==> config.mk <==
export PLATFORM = sky130hd
export DESIGN_NAME = tcsfs_supervisor
export DESIGN_NICKNAME = d
export VERILOG_FILES = /design/src/common/tcsfs_pkg.sv /design/src/hdl/tcsfs_delay.sv /design/src/hdl/tcsfs_supervisor.sv /design/src/hdl/tcsfs_sync.sv
export VERILOG_INCLUDE_DIRS = /design/src /design/src/common
export SDC_FILE = /design/constraint.sdc
export NUM_CORES = 1
export LEC_CHECK = 0
export BUFFER_PORTS_ARGS = -buffer_cell sky130_fd_sc_hd__buf_2
export CORE_MARGIN = 2
export CORE_UTILIZATION = 30
export DETAILED_ROUTE_END_ITERATION = 8
export GPL_TIMING_DRIVEN = 0
export SYNTH_ARGS = -nofsm -noshare
export SYNTH_HDL_FRONTEND = slang
export SYNTH_SLANG_ARGS = --single-unit
==> constraint.sdc <==
create_clock -name clk_i -period 6 [get_ports clk_i]
set_input_delay 1.2 -clock clk_i [delete_from_list [all_inputs] [get_ports clk_i]]
set_output_delay 1.2 -clock clk_i [all_outputs]
set_load 0.02 [all_outputs]
==> src/common/tcsfs_cfg.svh <==
// Constants of the timing-cap and sense fault supervisor.
// Assumes a 20 MHz core clock; included by bare name.
`ifndef TCSFS_CFG_SVH
`define TCSFS_CFG_SVH

// ==========================================================
// Clock and delay times
`define TCSFS_CLK_HZ 32'd20000000
`define TCSFS_POR_TIME_US 32'd100000
`define TCSFS_REARM_TIME_US 32'd50000
`define TCSFS_SENSE_TIME_US 32'd100
`define TCSFS_US_CYCLES(us) ((us) * (`TCSFS_CLK_HZ / 32'd1000000))
`define TCSFS_POR_CYCLES `TCSFS_US_CYCLES(`TCSFS_POR_TIME_US)
`define TCSFS_REARM_CYCLES `TCSFS_US_CYCLES(`TCSFS_REARM_TIME_US)
`define TCSFS_SENSE_CYCLES `TCSFS_US_CYCLES(`TCSFS_SENSE_TIME_US)

// ==========================================================
// Register map (byte addresses)
`define TCSFS_ADDR_STATE 4'h0
`define TCSFS_ADDR_INT_STATUS 4'h4
`define TCSFS_ADDR_INT_ENABLE 4'h8
`define TCSFS_ADDR_INT_CLEAR 4'hc

// ==========================================================
// State register bits
`define TCSFS_ST_HW_FAULT 0
`define TCSFS_ST_CUR_FAULT 1
`define TCSFS_ST_GATE 2
`define TCSFS_ST_BREAKER 3
`define TCSFS_ST_POR_DONE 4
`define TCSFS_ST_ARMED 5

// Interrupt event bits
`define TCSFS_EV_HW_FAULT 0
`define TCSFS_EV_CUR_TRIP 1
`define TCSFS_EV_SENSE_TRIP 2
`define TCSFS_EV_POR_DONE 3
`define TCSFS_EV_WIDTH 4
`define TCSFS_INT_ENABLE_RST 4'h0

// Synchronised input bits
`define TCSFS_IN_ENABLE 0
`define TCSFS_IN_CAP_HIGH 1
`define TCSFS_IN_CAP_LOW 2
`define TCSFS_IN_OVERCUR 3
`define TCSFS_IN_MISMATCH 4
`define TCSFS_IN_REG_OK 5
`define TCSFS_IN_WIDTH 6

`endif

==> src/common/tcsfs_pkg.sv <==
// Types of the timing-cap and sense fault supervisor.
// Used by scope; nothing imports it.
package tcsfs_pkg;

	// Gray along power-on wait -> run; fault start leaves run code
	typedef enum logic [1:0] {
		TCSFS_POR_WAIT = 2'b00,
		TCSFS_RUN = 2'b01,
		TCSFS_START_FAULT = 2'b11
	} tcsfs_start_t;

endpackage : tcsfs_pkg

==> src/hdl/tcsfs_delay.sv <==
// Saturating delay timer: counts while run_i, restarts when it drops.
// Assumes run_i comes from logic on the same clock.
`timescale 1ns/1ps
module tcsfs_delay #(
	parameter logic [31:0] LENGTH = 32'd100
) (
	input wire logic clk_i,
	input wire logic resetn_i,
	input wire logic run_i,
	output logic expired_o
);
	logic [31:0] cnt_q;
	logic [31:0] cnt_d;

	always_comb
	begin
		cnt_d = 32'h0;
		if (run_i)
			cnt_d = (cnt_q == LENGTH) ? cnt_q : cnt_q + 32'h1;
	end

	always_ff @(posedge clk_i or negedge resetn_i)
	begin
		if (!resetn_i)
			cnt_q <= 32'h0;
		else
			cnt_q <= cnt_d;
	end

	assign expired_o = run_i && (cnt_q == LENGTH);

	// ==========================================================
	// Checks
	property p_delay_len;
		@(posedge clk_i) disable iff (!resetn_i)
		$rose(expired_o) |-> cnt_q == LENGTH && $past(cnt_q) == LENGTH - 1;
	endproperty
	a_delay_len: assert property (p_delay_len)
		else $error("delay expired at wrong count");

endmodule : tcsfs_delay

==> src/hdl/tcsfs_supervisor.sv <==
// Fault supervisor for the primary timing capacitor and load sense.
// Assumes comparators and the enable pin are asynchronous levels and
// resetn_i is the regulator lower-lockout indication.
`timescale 1ns/1ps
`include "tcsfs_cfg.svh"
module tcsfs_supervisor #(
	parameter logic [31:0] POR_CYCLES = `TCSFS_POR_CYCLES,
	parameter logic [31:0] REARM_CYCLES = `TCSFS_REARM_CYCLES,
	parameter logic [31:0] SENSE_CYCLES = `TCSFS_SENSE_CYCLES
) (
	input wire logic clk_i,
	input wire logic resetn_i,
	input wire logic enable_i,
	input wire logic cap_high_i,
	input wire logic cap_low_i,
	input wire logic overcurrent_i,
	input wire logic load_sense_mismatch_i,
	input wire logic reg_above_upper_i,
	output logic hardware_fault_out_o,
	output logic current_fault_out_o,
	output logic gate_drive_en_o,
	output logic fault_pulldown_en_o,
	output logic discharge_out_o,
	output logic cap_pin_discharge_o,
	output logic cap_charge_en_o,
	output logic irq_o,
	input wire logic [3:0] avs_address_i,
	input wire logic avs_read_i,
	input wire logic avs_write_i,
	input wire logic [31:0] avs_writedata_i,
	output logic [31:0] avs_readdata_o,
	output logic avs_waitrequest_o
);
	localparam int EVW = `TCSFS_EV_WIDTH;

	// ==========================================================
	// Input synchronisation
	logic [`TCSFS_IN_WIDTH-1:0] raw_in;
	logic [`TCSFS_IN_WIDTH-1:0] sync_in;
	logic enable_s;
	logic cap_high_s;
	logic cap_low_s;
	logic oc_s;
	logic mismatch_s;
	logic reg_ok_s;

	always_comb
	begin
		raw_in = '0;
		raw_in[`TCSFS_IN_ENABLE] = enable_i;
		raw_in[`TCSFS_IN_CAP_HIGH] = cap_high_i;
		raw_in[`TCSFS_IN_CAP_LOW] = cap_low_i;
		raw_in[`TCSFS_IN_OVERCUR] = overcurrent_i;
		raw_in[`TCSFS_IN_MISMATCH] = load_sense_mismatch_i;
		raw_in[`TCSFS_IN_REG_OK] = reg_above_upper_i;
	end

	tcsfs_sync #(.WIDTH(`TCSFS_IN_WIDTH)) u_sync (
		.clk_i(clk_i),
		.resetn_i(resetn_i),
		.async_i(raw_in),
		.sync_o(sync_in)
	);

	assign enable_s = sync_in[`TCSFS_IN_ENABLE];
	assign cap_high_s = sync_in[`TCSFS_IN_CAP_HIGH];
	assign cap_low_s = sync_in[`TCSFS_IN_CAP_LOW];
	assign oc_s = sync_in[`TCSFS_IN_OVERCUR];
	assign mismatch_s = sync_in[`TCSFS_IN_MISMATCH];
	assign reg_ok_s = sync_in[`TCSFS_IN_REG_OK];

	// ==========================================================
	// Fault state
	tcsfs_pkg::tcsfs_start_t start_q, start_d;
	logic hw_fault_q, hw_fault_d;
	logic cur_fault_q, cur_fault_d;
	logic brk_q, brk_d;
	logic gate_q, gate_d;
	logic armed_q, armed_d;
	logic charge_q, charge_d;
	logic enable_dly_q;
	logic por_exp;
	logic rearm_exp;
	logic sense_exp;
	logic por_done;
	logic steady_short;
	logic sense_trip;
	logic en_rise;
	logic en_fall;
	logic [EVW-1:0] events;

	assign por_done = (start_q != tcsfs_pkg::TCSFS_POR_WAIT);
	assign en_rise = enable_s && !enable_dly_q;
	assign en_fall = !enable_s && enable_dly_q;
	// Overcurrent blanks detection at once, not only after the arm flop
	assign steady_short = armed_q && !oc_s && por_done && cap_low_s;
	assign sense_trip = mismatch_s && gate_q;

	tcsfs_delay #(.LENGTH(POR_CYCLES)) u_por (
		.clk_i(clk_i),
		.resetn_i(resetn_i),
		.run_i(reg_ok_s && !por_done),
		.expired_o(por_exp)
	);

	tcsfs_delay #(.LENGTH(REARM_CYCLES)) u_rearm (
		.clk_i(clk_i),
		.resetn_i(resetn_i),
		.run_i(!armed_q && !oc_s),
		.expired_o(rearm_exp)
	);

	tcsfs_delay #(.LENGTH(SENSE_CYCLES)) u_sense (
		.clk_i(clk_i),
		.resetn_i(resetn_i),
		.run_i(oc_s && cap_low_s && !brk_q),
		.expired_o(sense_exp)
	);

	always_comb
	begin
		start_d = start_q;
		hw_fault_d = hw_fault_q;
		cur_fault_d = cur_fault_q;
		brk_d = brk_q;
		gate_d = gate_q;
		armed_d = armed_q;
		charge_d = 1'b1;
		case (start_q)
			tcsfs_pkg::TCSFS_POR_WAIT:
			begin
				if (por_exp)
				begin
					if (cap_high_s)
						start_d = tcsfs_pkg::TCSFS_RUN;
					else
					begin
						start_d = tcsfs_pkg::TCSFS_START_FAULT;
						hw_fault_d = 1'b1;
					end
				end
			end
			tcsfs_pkg::TCSFS_RUN,
			tcsfs_pkg::TCSFS_START_FAULT:
				start_d = start_q;
			default:
				start_d = tcsfs_pkg::TCSFS_POR_WAIT;
		endcase
		if (oc_s)
			armed_d = 1'b0;
		else if (rearm_exp)
		begin
			armed_d = 1'b1;
			if (!cap_high_s)
				hw_fault_d = 1'b1;
		end
		if (steady_short)
			hw_fault_d = 1'b1;
		if (en_fall)
		begin
			brk_d = 1'b0;
			cur_fault_d = 1'b0;
			gate_d = 1'b0;
		end
		else if (en_rise && por_done && reg_ok_s && !brk_q)
			gate_d = 1'b1;
		if (sense_exp)
		begin
			brk_d = 1'b1;
			cur_fault_d = 1'b1;
			gate_d = 1'b0;
		end
		if (sense_trip)
		begin
			brk_d = 1'b1;
			gate_d = 1'b0;
		end
	end

	// Reset is the lower lockout: every latch and counter clears here except armed_q, which sets
	always_ff @(posedge clk_i or negedge resetn_i)
	begin
		if (!resetn_i)
		begin
			start_q <= tcsfs_pkg::TCSFS_POR_WAIT;
			hw_fault_q <= 1'b0;
			cur_fault_q <= 1'b0;
			brk_q <= 1'b0;
			gate_q <= 1'b0;
			armed_q <= 1'b1;
			charge_q <= 1'b0;
			enable_dly_q <= 1'b0;
		end
		else
		begin
			start_q <= start_d;
			hw_fault_q <= hw_fault_d;
			cur_fault_q <= cur_fault_d;
			brk_q <= brk_d;
			gate_q <= gate_d;
			armed_q <= armed_d;
			charge_q <= charge_d;
			enable_dly_q <= enable_s;
		end
	end

	assign hardware_fault_out_o = hw_fault_q;
	assign current_fault_out_o = cur_fault_q;
	assign gate_drive_en_o = gate_q;
	assign fault_pulldown_en_o = brk_q;
	assign discharge_out_o = brk_q;
	assign cap_pin_discharge_o = !charge_q;
	assign cap_charge_en_o = charge_q;

	// ==========================================================
	// Interrupts and register slave
	logic [EVW-1:0] int_status_q, int_status_d;
	logic [EVW-1:0] int_enable_q, int_enable_d;
	logic ack_q, ack_d;
	logic [31:0] rdata_q, rdata_d;
	logic wr_take;
	logic [31:0] state_word;

	function automatic logic addr_is(input logic [3:0] a,
		input logic [3:0] target);
		addr_is = (a == target);
	endfunction : addr_is

	always_comb
	begin
		events = '0;
		events[`TCSFS_EV_HW_FAULT] = hw_fault_d && !hw_fault_q;
		events[`TCSFS_EV_CUR_TRIP] = sense_exp && !brk_q;
		events[`TCSFS_EV_SENSE_TRIP] = sense_trip && !brk_q;
		events[`TCSFS_EV_POR_DONE] = por_exp;
		state_word = 32'h0;
		state_word[`TCSFS_ST_HW_FAULT] = hw_fault_q;
		state_word[`TCSFS_ST_CUR_FAULT] = cur_fault_q;
		state_word[`TCSFS_ST_GATE] = gate_q;
		state_word[`TCSFS_ST_BREAKER] = brk_q;
		state_word[`TCSFS_ST_POR_DONE] = por_done;
		state_word[`TCSFS_ST_ARMED] = armed_q;
	end

	// One wait cycle per access; answer in the second cycle
	assign avs_waitrequest_o = (avs_read_i || avs_write_i) && !ack_q;
	assign wr_take = avs_write_i && ack_q;

	always_comb
	begin
		ack_d = (avs_read_i || avs_write_i) && !ack_q;
		rdata_d = rdata_q;
		if (avs_read_i && !ack_q)
		begin
			rdata_d = 32'h0;
			if (addr_is(avs_address_i, `TCSFS_ADDR_STATE))
				rdata_d = state_word;
			else if (addr_is(avs_address_i, `TCSFS_ADDR_INT_STATUS))
				rdata_d[EVW-1:0] = int_status_q;
			else if (addr_is(avs_address_i, `TCSFS_ADDR_INT_ENABLE))
				rdata_d[EVW-1:0] = int_enable_q;
		end
		int_enable_d = int_enable_q;
		if (wr_take && addr_is(avs_address_i, `TCSFS_ADDR_INT_ENABLE))
			int_enable_d = avs_writedata_i[EVW-1:0];
		int_status_d = int_status_q;
		if (wr_take && addr_is(avs_address_i, `TCSFS_ADDR_INT_CLEAR))
			int_status_d = int_status_q & ~avs_writedata_i[EVW-1:0];
		// A new event wins over a clear in the same cycle
		int_status_d = int_status_d | events;
	end

	always_ff @(posedge clk_i or negedge resetn_i)
	begin
		if (!resetn_i)
		begin
			int_status_q <= '0;
			int_enable_q <= `TCSFS_INT_ENABLE_RST;
			ack_q <= 1'b0;
			rdata_q <= 32'h0;
		end
		else
		begin
			int_status_q <= int_status_d;
			int_enable_q <= int_enable_d;
			ack_q <= ack_d;
			rdata_q <= rdata_d;
		end
	end

	assign avs_readdata_o = rdata_q;
	assign irq_o = |(int_status_q & int_enable_q);

	// ==========================================================
	// Checks
	property p_start_ok;
		@(posedge clk_i) disable iff (!resetn_i)
		por_exp && cap_high_s |=> start_q == tcsfs_pkg::TCSFS_RUN;
	endproperty
	a_start_ok: assert property (p_start_ok)
		else $error("run not entered with cap high at power-on expiry");

	property p_start_short;
		@(posedge clk_i) disable iff (!resetn_i)
		por_exp && !cap_high_s && !gate_q && !brk_q |=> hw_fault_q
			&& !gate_q && !brk_q;
	endproperty
	a_start_short: assert property (p_start_short)
		else $error("start-up short not flagged or touched gate");

	property p_hw_latched;
		@(posedge clk_i) disable iff (!resetn_i)
		hw_fault_q |=> hw_fault_q;
	endproperty
	a_hw_latched: assert property (p_hw_latched)
		else $error("hardware fault released without lockout");

	property p_steady;
		@(posedge clk_i) disable iff (!resetn_i)
		armed_q && !oc_s && por_done && cap_low_s && gate_q && !mismatch_s
			&& !en_fall |=> hw_fault_q && gate_q;
	endproperty
	a_steady: assert property (p_steady)
		else $error("steady-state short not flagged with gate kept");

	property p_oc_blank;
		@(posedge clk_i) disable iff (!resetn_i)
		oc_s |=> !armed_q;
	endproperty
	a_oc_blank: assert property (p_oc_blank)
		else $error("detection still armed during overcurrent");

	property p_rearm_fault;
		@(posedge clk_i) disable iff (!resetn_i)
		!armed_q && !oc_s && rearm_exp && !cap_high_s |=> armed_q
			&& hw_fault_q;
	endproperty
	a_rearm_fault: assert property (p_rearm_fault)
		else $error("re-arm expiry did not arm or flag low cap");

	property p_oc_trip;
		@(posedge clk_i) disable iff (!resetn_i)
		sense_exp |=> brk_q && cur_fault_q && !gate_q && discharge_out_o;
	endproperty
	a_oc_trip: assert property (p_oc_trip)
		else $error("sense delay expiry did not trip breaker");

	property p_gate_on;
		@(posedge clk_i) disable iff (!resetn_i)
		en_rise && por_done && reg_ok_s && !brk_q && !sense_exp
			&& !mismatch_s |=> gate_q;
	endproperty
	a_gate_on: assert property (p_gate_on)
		else $error("enable rise did not turn gate on");

	property p_mismatch;
		@(posedge clk_i) disable iff (!resetn_i)
		mismatch_s && gate_q |=> brk_q && !gate_q && fault_pulldown_en_o;
	endproperty
	a_mismatch: assert property (p_mismatch)
		else $error("load-sense mismatch did not trip breaker");

	property p_brk_clear;
		@(posedge clk_i) disable iff (!resetn_i)
		en_fall && !sense_exp && !sense_trip |=> !brk_q ##1 !brk_q;
	endproperty
	a_brk_clear: assert property (p_brk_clear)
		else $error("breaker not cleared by enable fall");

	property p_charge;
		@(posedge clk_i) disable iff (!resetn_i)
		$past(resetn_i) |-> cap_charge_en_o && !cap_pin_discharge_o;
	endproperty
	a_charge: assert property (p_charge)
		else $error("charge source not on after reset release");

endmodule : tcsfs_supervisor

==> src/hdl/tcsfs_sync.sv <==
// Two-flop synchroniser bank for comparator and pin levels.
// Assumes inputs are asynchronous levels.
`timescale 1ns/1ps
module tcsfs_sync #(
	parameter int WIDTH = 6
) (
	input wire logic clk_i,
	input wire logic resetn_i,
	input wire logic [WIDTH-1:0] async_i,
	output logic [WIDTH-1:0] sync_o
);
	logic [WIDTH-1:0] meta_q;
	logic [WIDTH-1:0] sync_q;

	always_ff @(posedge clk_i or negedge resetn_i)
	begin
		if (!resetn_i)
		begin
			meta_q <= '0;
			sync_q <= '0;
		end
		else
		begin
			meta_q <= async_i;
			sync_q <= meta_q;
		end
	end

	assign sync_o = sync_q;

	// ==========================================================
	// Checks
	property p_sync_lag;
		@(posedge clk_i) disable iff (!resetn_i)
		sync_o != $past(sync_o) |-> sync_o == $past(async_i, 2);
	endproperty
	a_sync_lag: assert property (p_sync_lag)
		else $error("synchroniser output not two cycles behind input");

endmodule : tcsfs_sync

==> flow_summary.toml, run 1 <==
[die]
start_util = 0.302
die_x_microns = 157
coreArea_sq_mm = 0.0233
die_h_microns = 157
die-area_sq_mm = 0.0247
num_rows = 56
boundaryPins = 87

[pwr]
leakage_nw = 3.33
p_clk_frac = 0.502
p_int_w = 0.00164
power_frac_seq = 0.438
max-vdd-ir-drop_uv = 153
netSwitchingFraction = 0.227
power_frac_comb = 0.060
powerDensity_mw_per_mm2 = 255
net-switching-power_w = 0.000482
p_total_w = 0.00212

[setup_path]
worstSetupEndpointType = "output port"
rr_worst_depth = 5
r2r-end = "u_por.cnt_q[28]"
critPathKind = "primary input to output port"
critPathLaunchType = "primary input"
path_max_fanout = 2
required_ns = 4.80
arrival_ns = 1.61
r2r_setup_slack_ns = 3.70
r2r_start = "u_por.cnt_q[1]"

[cells_and_area]
fin_area_sq_mm = 0.00831
fin_cells = 1152
nets = 873
final_cell_mix = "131 x dfrtp_1, 70 x nand2_1, 46 x a21oi_1, 43 x nor2_1, 37 x nand3_1"
diodes = 0
drive_above_1_share = 0.137
multiInputGateArea_sq_mm = 0.00340
fill_cells = 2391
layout_commonest_cell = "dfrtp_1"
syn2layout_area_growth_pct = 18.2
ff_latch_area_sq_mm = 0.00330

[route]
drc = 0
drt-total-wl_microns = 16600
first_iter_violations = 459
routed_via_density = 5.06
wl_per_cell_microns = 14.4
firstDrtPassIters = 5
postRouteAntennaNets = 0
vias = 5825

[sta]
fin_crit_sh = 0.469
fmax_mhz = 355
timing_hold_violations_final = 0
tns_ns = 0
tightestPinTransition_ns = 1.15
setup_viol = 0
relSlewSlack = 0.226
finClkSkew_ns = 0.0130
hold_slack_ns = 0.348
rsz0062_at_grt = "no"
post-route-min-period_ns = 2.81
slew_violations = 0

[clocking]
cts_tree = "built"
h-tree-depth = 4
cts-resized-gates = 0
clk_latency_ns = 0.43
ctsHoldBuffers = 0
clock_sinks = 132
cts_root_buf = "clkbuf_16"
cts_buffers = 17
clockBufferDepth = 2
cts.clk_slew.worst_paths_ns = 0.05
postCtsSetupBuffers = 0

[synth]
synth_cell_types = 52
synth-edff-count = 0
syn_area_sq_mm = 0.00703
synth_cells = 745
synth_warnings = 0
avgSynthCellArea_sq_um = 9.43
ys_ff_latch = 132
ys.flop_type = "dfrtp_1"
async_flop_share = 1.00
ys_seq_area_frac = 0.470

[grt]
antenna_found_initial = 0
grt_max_degree = 82
grt_pass1_wl_microns = 27700
first_global_vias = 5365
grt_usage = 0.140
grt-ovfl-total = 0

[placed_design]
placed_cells = 1121
port_buffers = 31
place.gp.congestion = 0.792
dp_hpwl_microns = 11500
place_area_sq_mm = 0.00771

[hold_path]
min_to = "u_sync.sync_o[3]"
worst_hold_startpoint = "u_sync.meta_q[3]"
min_path_cells = 0
hp-class = "flip-flop to flip-flop"

[run]
drv_cap = 0

[status]
status = "finished, final reports clean"
==> worst max path at each step <==
stage | startpoint | to | slack (ns) | depth (start not counted)
floorplan | avs_write_i | avs_waitrequest_o | 3.27 | 2
finish | avs_write_i | avs_waitrequest_o | 3.19 | 4
detailed placement | avs_write_i | avs_waitrequest_o | 3.18 | 4
CTS | avs_write_i | avs_waitrequest_o | 3.18 | 4
global placement | resetn_i | cap_charge_en_o | 1.80 | 1
global route | avs_read_i | avs_waitrequest_o | 3.14 | 4
==> synth_stat cells (16+ instances only) <==
cell | instances | share of area
dfrtp_1 | 131 | 0.47
nand2_1 | 70 | 0.037
a21oi_1 | 46 | 0.033
nor2_1 | 43 | 0.023
nand3_1 | 37 | 0.026
o21ai_0 | 34 | 0.024
nand4_1 | 33 | 0.029
nor4_1 | 32 | 0.028
or3_1 | 30 | 0.027
buf_4 | 27 | 0.029
inv_1 | 24 | 0.013
clkbuf_1 | 23 | 0.012
or4_1 | 21 | 0.022
mux2i_1 | 20 | 0.028
o31ai_1 | 20 | 0.021
nor4b_1 | 16 | 0.020
==> worst max-delay path, stage by stage <==
cell	delay [ns]
buf_2	0.09
nor2_1	0.04
nor2_1	0.11
buf_2	0.18
==> stage by stage <==
stage                     utilization  setup WS (ns)
after floorplan                     -           3.27
after global placement          0.330           1.80
after detailed placement        0.331           3.18
after CTS                       0.357           3.18
after global routing            0.357           3.14
final                           0.357           3.19
==> cell families after synthesis <==
kind of cell,after synthesis,share of synthesized area
simple gates,351,0.284
flops,132,0.470
compound gates,122,0.105
buf+inv,80,0.0587
xor+xnor,28,0.0349
mux,24,0.0349
fa+ha+maj,6,0.0107
other cells,2,0.00107
==> cell type report <==
type	instances	share of cell area
Clock buffer	21	0.0566
Sequential cell	132	0.398
Buffer	56	0.0388
Timing Repair Buffer	32	0.0227
Multi-Input combinational cell	558	0.410
Inverter	24	0.0108
Tap cell	319	0.0480
Clock inverter	10	0.0155
==> registers in the layout, indices dropped and copies added (netlist names) <==
register / count
current_fault_out_o: 1
u_por.cnt_q: 32
u_sync.sync_o: 6
ack_q: 1
hardware_fault_out_o: 1
u_sense.cnt_q: 32
int_enable_q: 4
start_q: 2
armed_q: 1
enable_dly_q: 1
cap_charge_en_o: 1
discharge_out_o: 1
u_sync.meta_q: 6
int_status_q: 4
avs_readdata_o: 6
gate_drive_en_o: 1
u_rearm.cnt_q: 32
==> power groups by stage <==
| stage | clock network, W | registers [W] | logic, W |
|---|---|---|---|
| 2_1_floorplan | 0 | 0.000939 | 0.0000804 |
| 3_3_place_gp | 0 | 0.000943 | 0.000126 |
| 3_5_place_dp | 0 | 0.000944 | 0.000129 |
| 4_1_cts | 0.00109 | 0.000927 | 0.000130 |
| 5_1_grt | 0.00114 | 0.000930 | 0.000144 |
| 6_report | 0.00106 | 0.000928 | 0.000127 |
==> routing by layer <==
layer | routed length, microns | track usage | up-vias
li1 | - | - | 2864
met1 | 8120 | 0.197 | 2841
met2 | 7700 | 0.216 | 109
met3 | 620 | 0.0355 | 11
met4 | 150 | 0.0372 | 0
met5 | 0 | 0 | -
Power figures use the tool's default switching activity.
==> run 2: changes to the inputs <==
--- a/config.mk
+++ b/config.mk
@@ -6,6 +6,7 @@
 export SDC_FILE = /design/constraint.sdc
 export NUM_CORES = 1
 export LEC_CHECK = 0
+export ABC_AREA = 1
 export BUFFER_PORTS_ARGS = -buffer_cell sky130_fd_sc_hd__buf_2
 export CORE_MARGIN = 2
 export CORE_UTILIZATION = 30
==> constraint.sdc (replaced) <==
create_clock -name clk_i -period 2.5 [get_ports clk_i]
set_input_delay 0.5 -clock clk_i [delete_from_list [all_inputs] [get_ports clk_i]]
set_output_delay 0.5 -clock clk_i [all_outputs]
set_load 0.02 [all_outputs]
==> run 2 against run 1 <==
Worst hold slack got worse by 0.17 ns. Combinational power increased to 2.6 times the previous value. Global-route usage increased by 0.14 points. Critical path type is now flip-flop to flip-flop.
==> flow_summary.toml, run 2 <==
[cells_and_area]
final_cell_mix = "177 x nand2_1, 168 x nor2_1, 131 x dfrtp_1, 117 x inv_1, 64 x o21ai_0"
fin_area_sq_mm = 0.00876
diodes = 0
layout_commonest_cell = "nand2_1"
nets = 1105
syn2layout_area_growth_pct = 16.8
largest_registers = "u_por.cnt_q x32, u_rearm.cnt_q x32, u_sense.cnt_q x32"
drive_above_1_share = 0.145

[setup_path]
cp_slowest_cell = "nor3_1"
required_ns = 2.83
worstSetupEndpointType = "flip-flop"
slowest_delay_ns = 0.52
arrival_ns = 2.20
path_max_fanout = 10
rr_worst_depth = 4
critPathKind = "flip-flop to flip-flop"
critPathTopFamily = "simple AND/OR/NAND/NOR gates"
r2r-end = "u_sense.cnt_q[8]"
r2r_setup_slack_ns = 0.63
r2r_start = "discharge_out_o"
path_cells = "nor3_1 -> clkbuf_1 -> o21ai_0 -> a21oi_1"
worst-path-buf-inv = 1
critPathLaunchType = "flip-flop"

[placed_design]
place.gp.congestion = 0.865
dp_hpwl_microns = 13200
port_buffers = 32
place_area_sq_mm = 0.00819
place_ws_ns = 0.699

[synth]
yosysTopAreaCell = "dfrtp_1"
muxShareOfSynthArea = 0
synthXorXnorAreaFrac = 0.0386
synth_warnings = 0
synth_top_family_by_area = "simple AND/OR/NAND/NOR gates"
synth-edff-count = 0
ys_ff_latch = 132
synth.top_cell.area_share = 0.437
synth_area_leaders = "dfrtp_1 44%, nand2_1 8.9%, nor2_1 8.4%"
async_flop_share = 1.00
syn_area_sq_mm = 0.00749
synth_commonest_cells = "177 x nand2_1, 168 x nor2_1, 131 x dfrtp_1, 117 x inv_1, 64 x o21ai_0"
ys.flop_type = "dfrtp_1"
avgSynthCellArea_sq_um = 7.69
synth_cell_types = 41
synth_cells = 975
synth.most_common_cell = "nand2_1"
ys_seq_area_frac = 0.441
synth_simple_gate_area_frac = 0.328
synth-adder-area-share = 0.0100
synth_compound_area_frac = 0.0863

[die]
die_h_microns = 162
die-area_sq_mm = 0.0263
coreArea_sq_mm = 0.0244
boundaryPins = 87
num_rows = 57
start_util = 0.307
die_x_microns = 162

[pwr]
max-vdd-ir-drop_uv = 508
powerDensity_mw_per_mm2 = 564
p_total_w = 0.00494
leakage_nw = 3.87

[sta]
fin_crit_sh = 0.747
slew_violations = 0
tns_ns = 0
relSlewSlack = 0.639
setup_ws_ns = 0.633
tightestPinTransition_ns = 0.538
rsz0062_at_grt = "no"
finClkSkew_ns = 0.00914
fmax_mhz = 536
setup_viol = 0
timing_hold_violations_final = 0
post-route-min-period_ns = 1.87

[hold_path]
hp-class = "primary input to flip-flop"
min_to = "u_sync.meta_q[0]"
min_path_cells = 1
worst_hold_startpoint = "enable_i"

[grt]
grt_usage = 0.142
grt_max_degree = 94
grt_pass1_wl_microns = 30400
first_global_vias = 6331
antenna_found_initial = 0
grt-ovfl-total = 0

[clocking]
h-tree-depth = 4
clockBufferDepth = 2
clock_sinks = 132
cts_tree = "built"
cts_root_buf = "clkbuf_16"
cts_buffers = 17
postCtsSetupBuffers = 0
cts.clk_slew.worst_paths_ns = 0.06
clk_latency_ns = 0.42

[route]
wl_per_cell_microns = 12.7
postRouteAntennaNets = 0
first_iter_violations = 341
drc = 0
vias = 6464
drt-total-wl_microns = 17700
routed_via_density = 4.65
firstDrtPassIters = 5

[run]
drv_cap = 0

[status]
status = "finished, final reports clean"
==> run 2: power breakdown <==
| part | internal, W | switching (W) | total (W) |
|---|---|---|---|
| logic | 0.000107 | 0.000228 | 0.000335 |
| clock network | 0.00138 | 0.00100 | 0.00238 |
| registers | 0.00219 | 0.0000337 | 0.00223 |
| total | 0.00368 | 0.00126 | 0.00494 |
==> run 2: logic make-up after synthesis <==
family                   after synthesis
XOR/XNOR                              33
adder cells (fa/ha/maj)                6
other                                  2
AND/OR/NAND/NOR                      519
AO/OA/AOI/OAI                        124
buffers and inverters                159
flip-flops                           132
==> run 2: area by class of cell <==
type	instances	area (sq um)
plain buffers	37	253
clock buffers	18	429
clock inverters	14	130
fillers	2545	15600
inverters	122	458
multi-input cells	709	3570
flip-flops and latches	132	3300
well taps	324	405
repair buffers	34	204
==> run 2: metrics by stage <==
step / util / hold slack, ns / cells
4_1_cts: 0.359 / 0.165 / 1390
6_report: 0.359 / 0.180 / 1390
3_5_place_dp: 0.336 / 0.336 / 1357
3_3_place_gp: 0.334 / 0.332 / 1356
2_1_floorplan: - / 0.204 / 1000
5_1_grt: 0.359 / 0.168 / 1390
==> run 2: worst max-delay path by stage <==
stage / depth (start not counted) / slack (ns) / startpoint / to
floorplan: 10 / 1.05 / u_por.cnt_q[0] / u_por.cnt_q[24]
global placement: 1 / -0.99 / resetn_i / u_sense.cnt_q[23]
detailed placement: 4 / 0.70 / discharge_out_o / u_sense.cnt_q[13]
CTS: 4 / 0.62 / discharge_out_o / u_sense.cnt_q[8]
global route: 4 / 0.47 / discharge_out_o / u_sense.cnt_q[18]
finish: 4 / 0.63 / discharge_out_o / u_sense.cnt_q[8]
==> run 2: routing by layer <==
layer / vias up / part of all wire / track usage
met1: 3051 / 0.48 / 0.195
met2: 135 / 0.46 / 0.225
met4: 0 / 0.014 / 0.0475
li1: 3259 / - / -
met3: 19 / 0.040 / 0.0260
met5: - / 0 / 0
==> run 2: repair_timing <==
action / 4_1_cts / 5_1_grt
resized for setup: 0 / 0
endpoints found under the hold margin: 31 / 0
hold buffers: 1 / 0
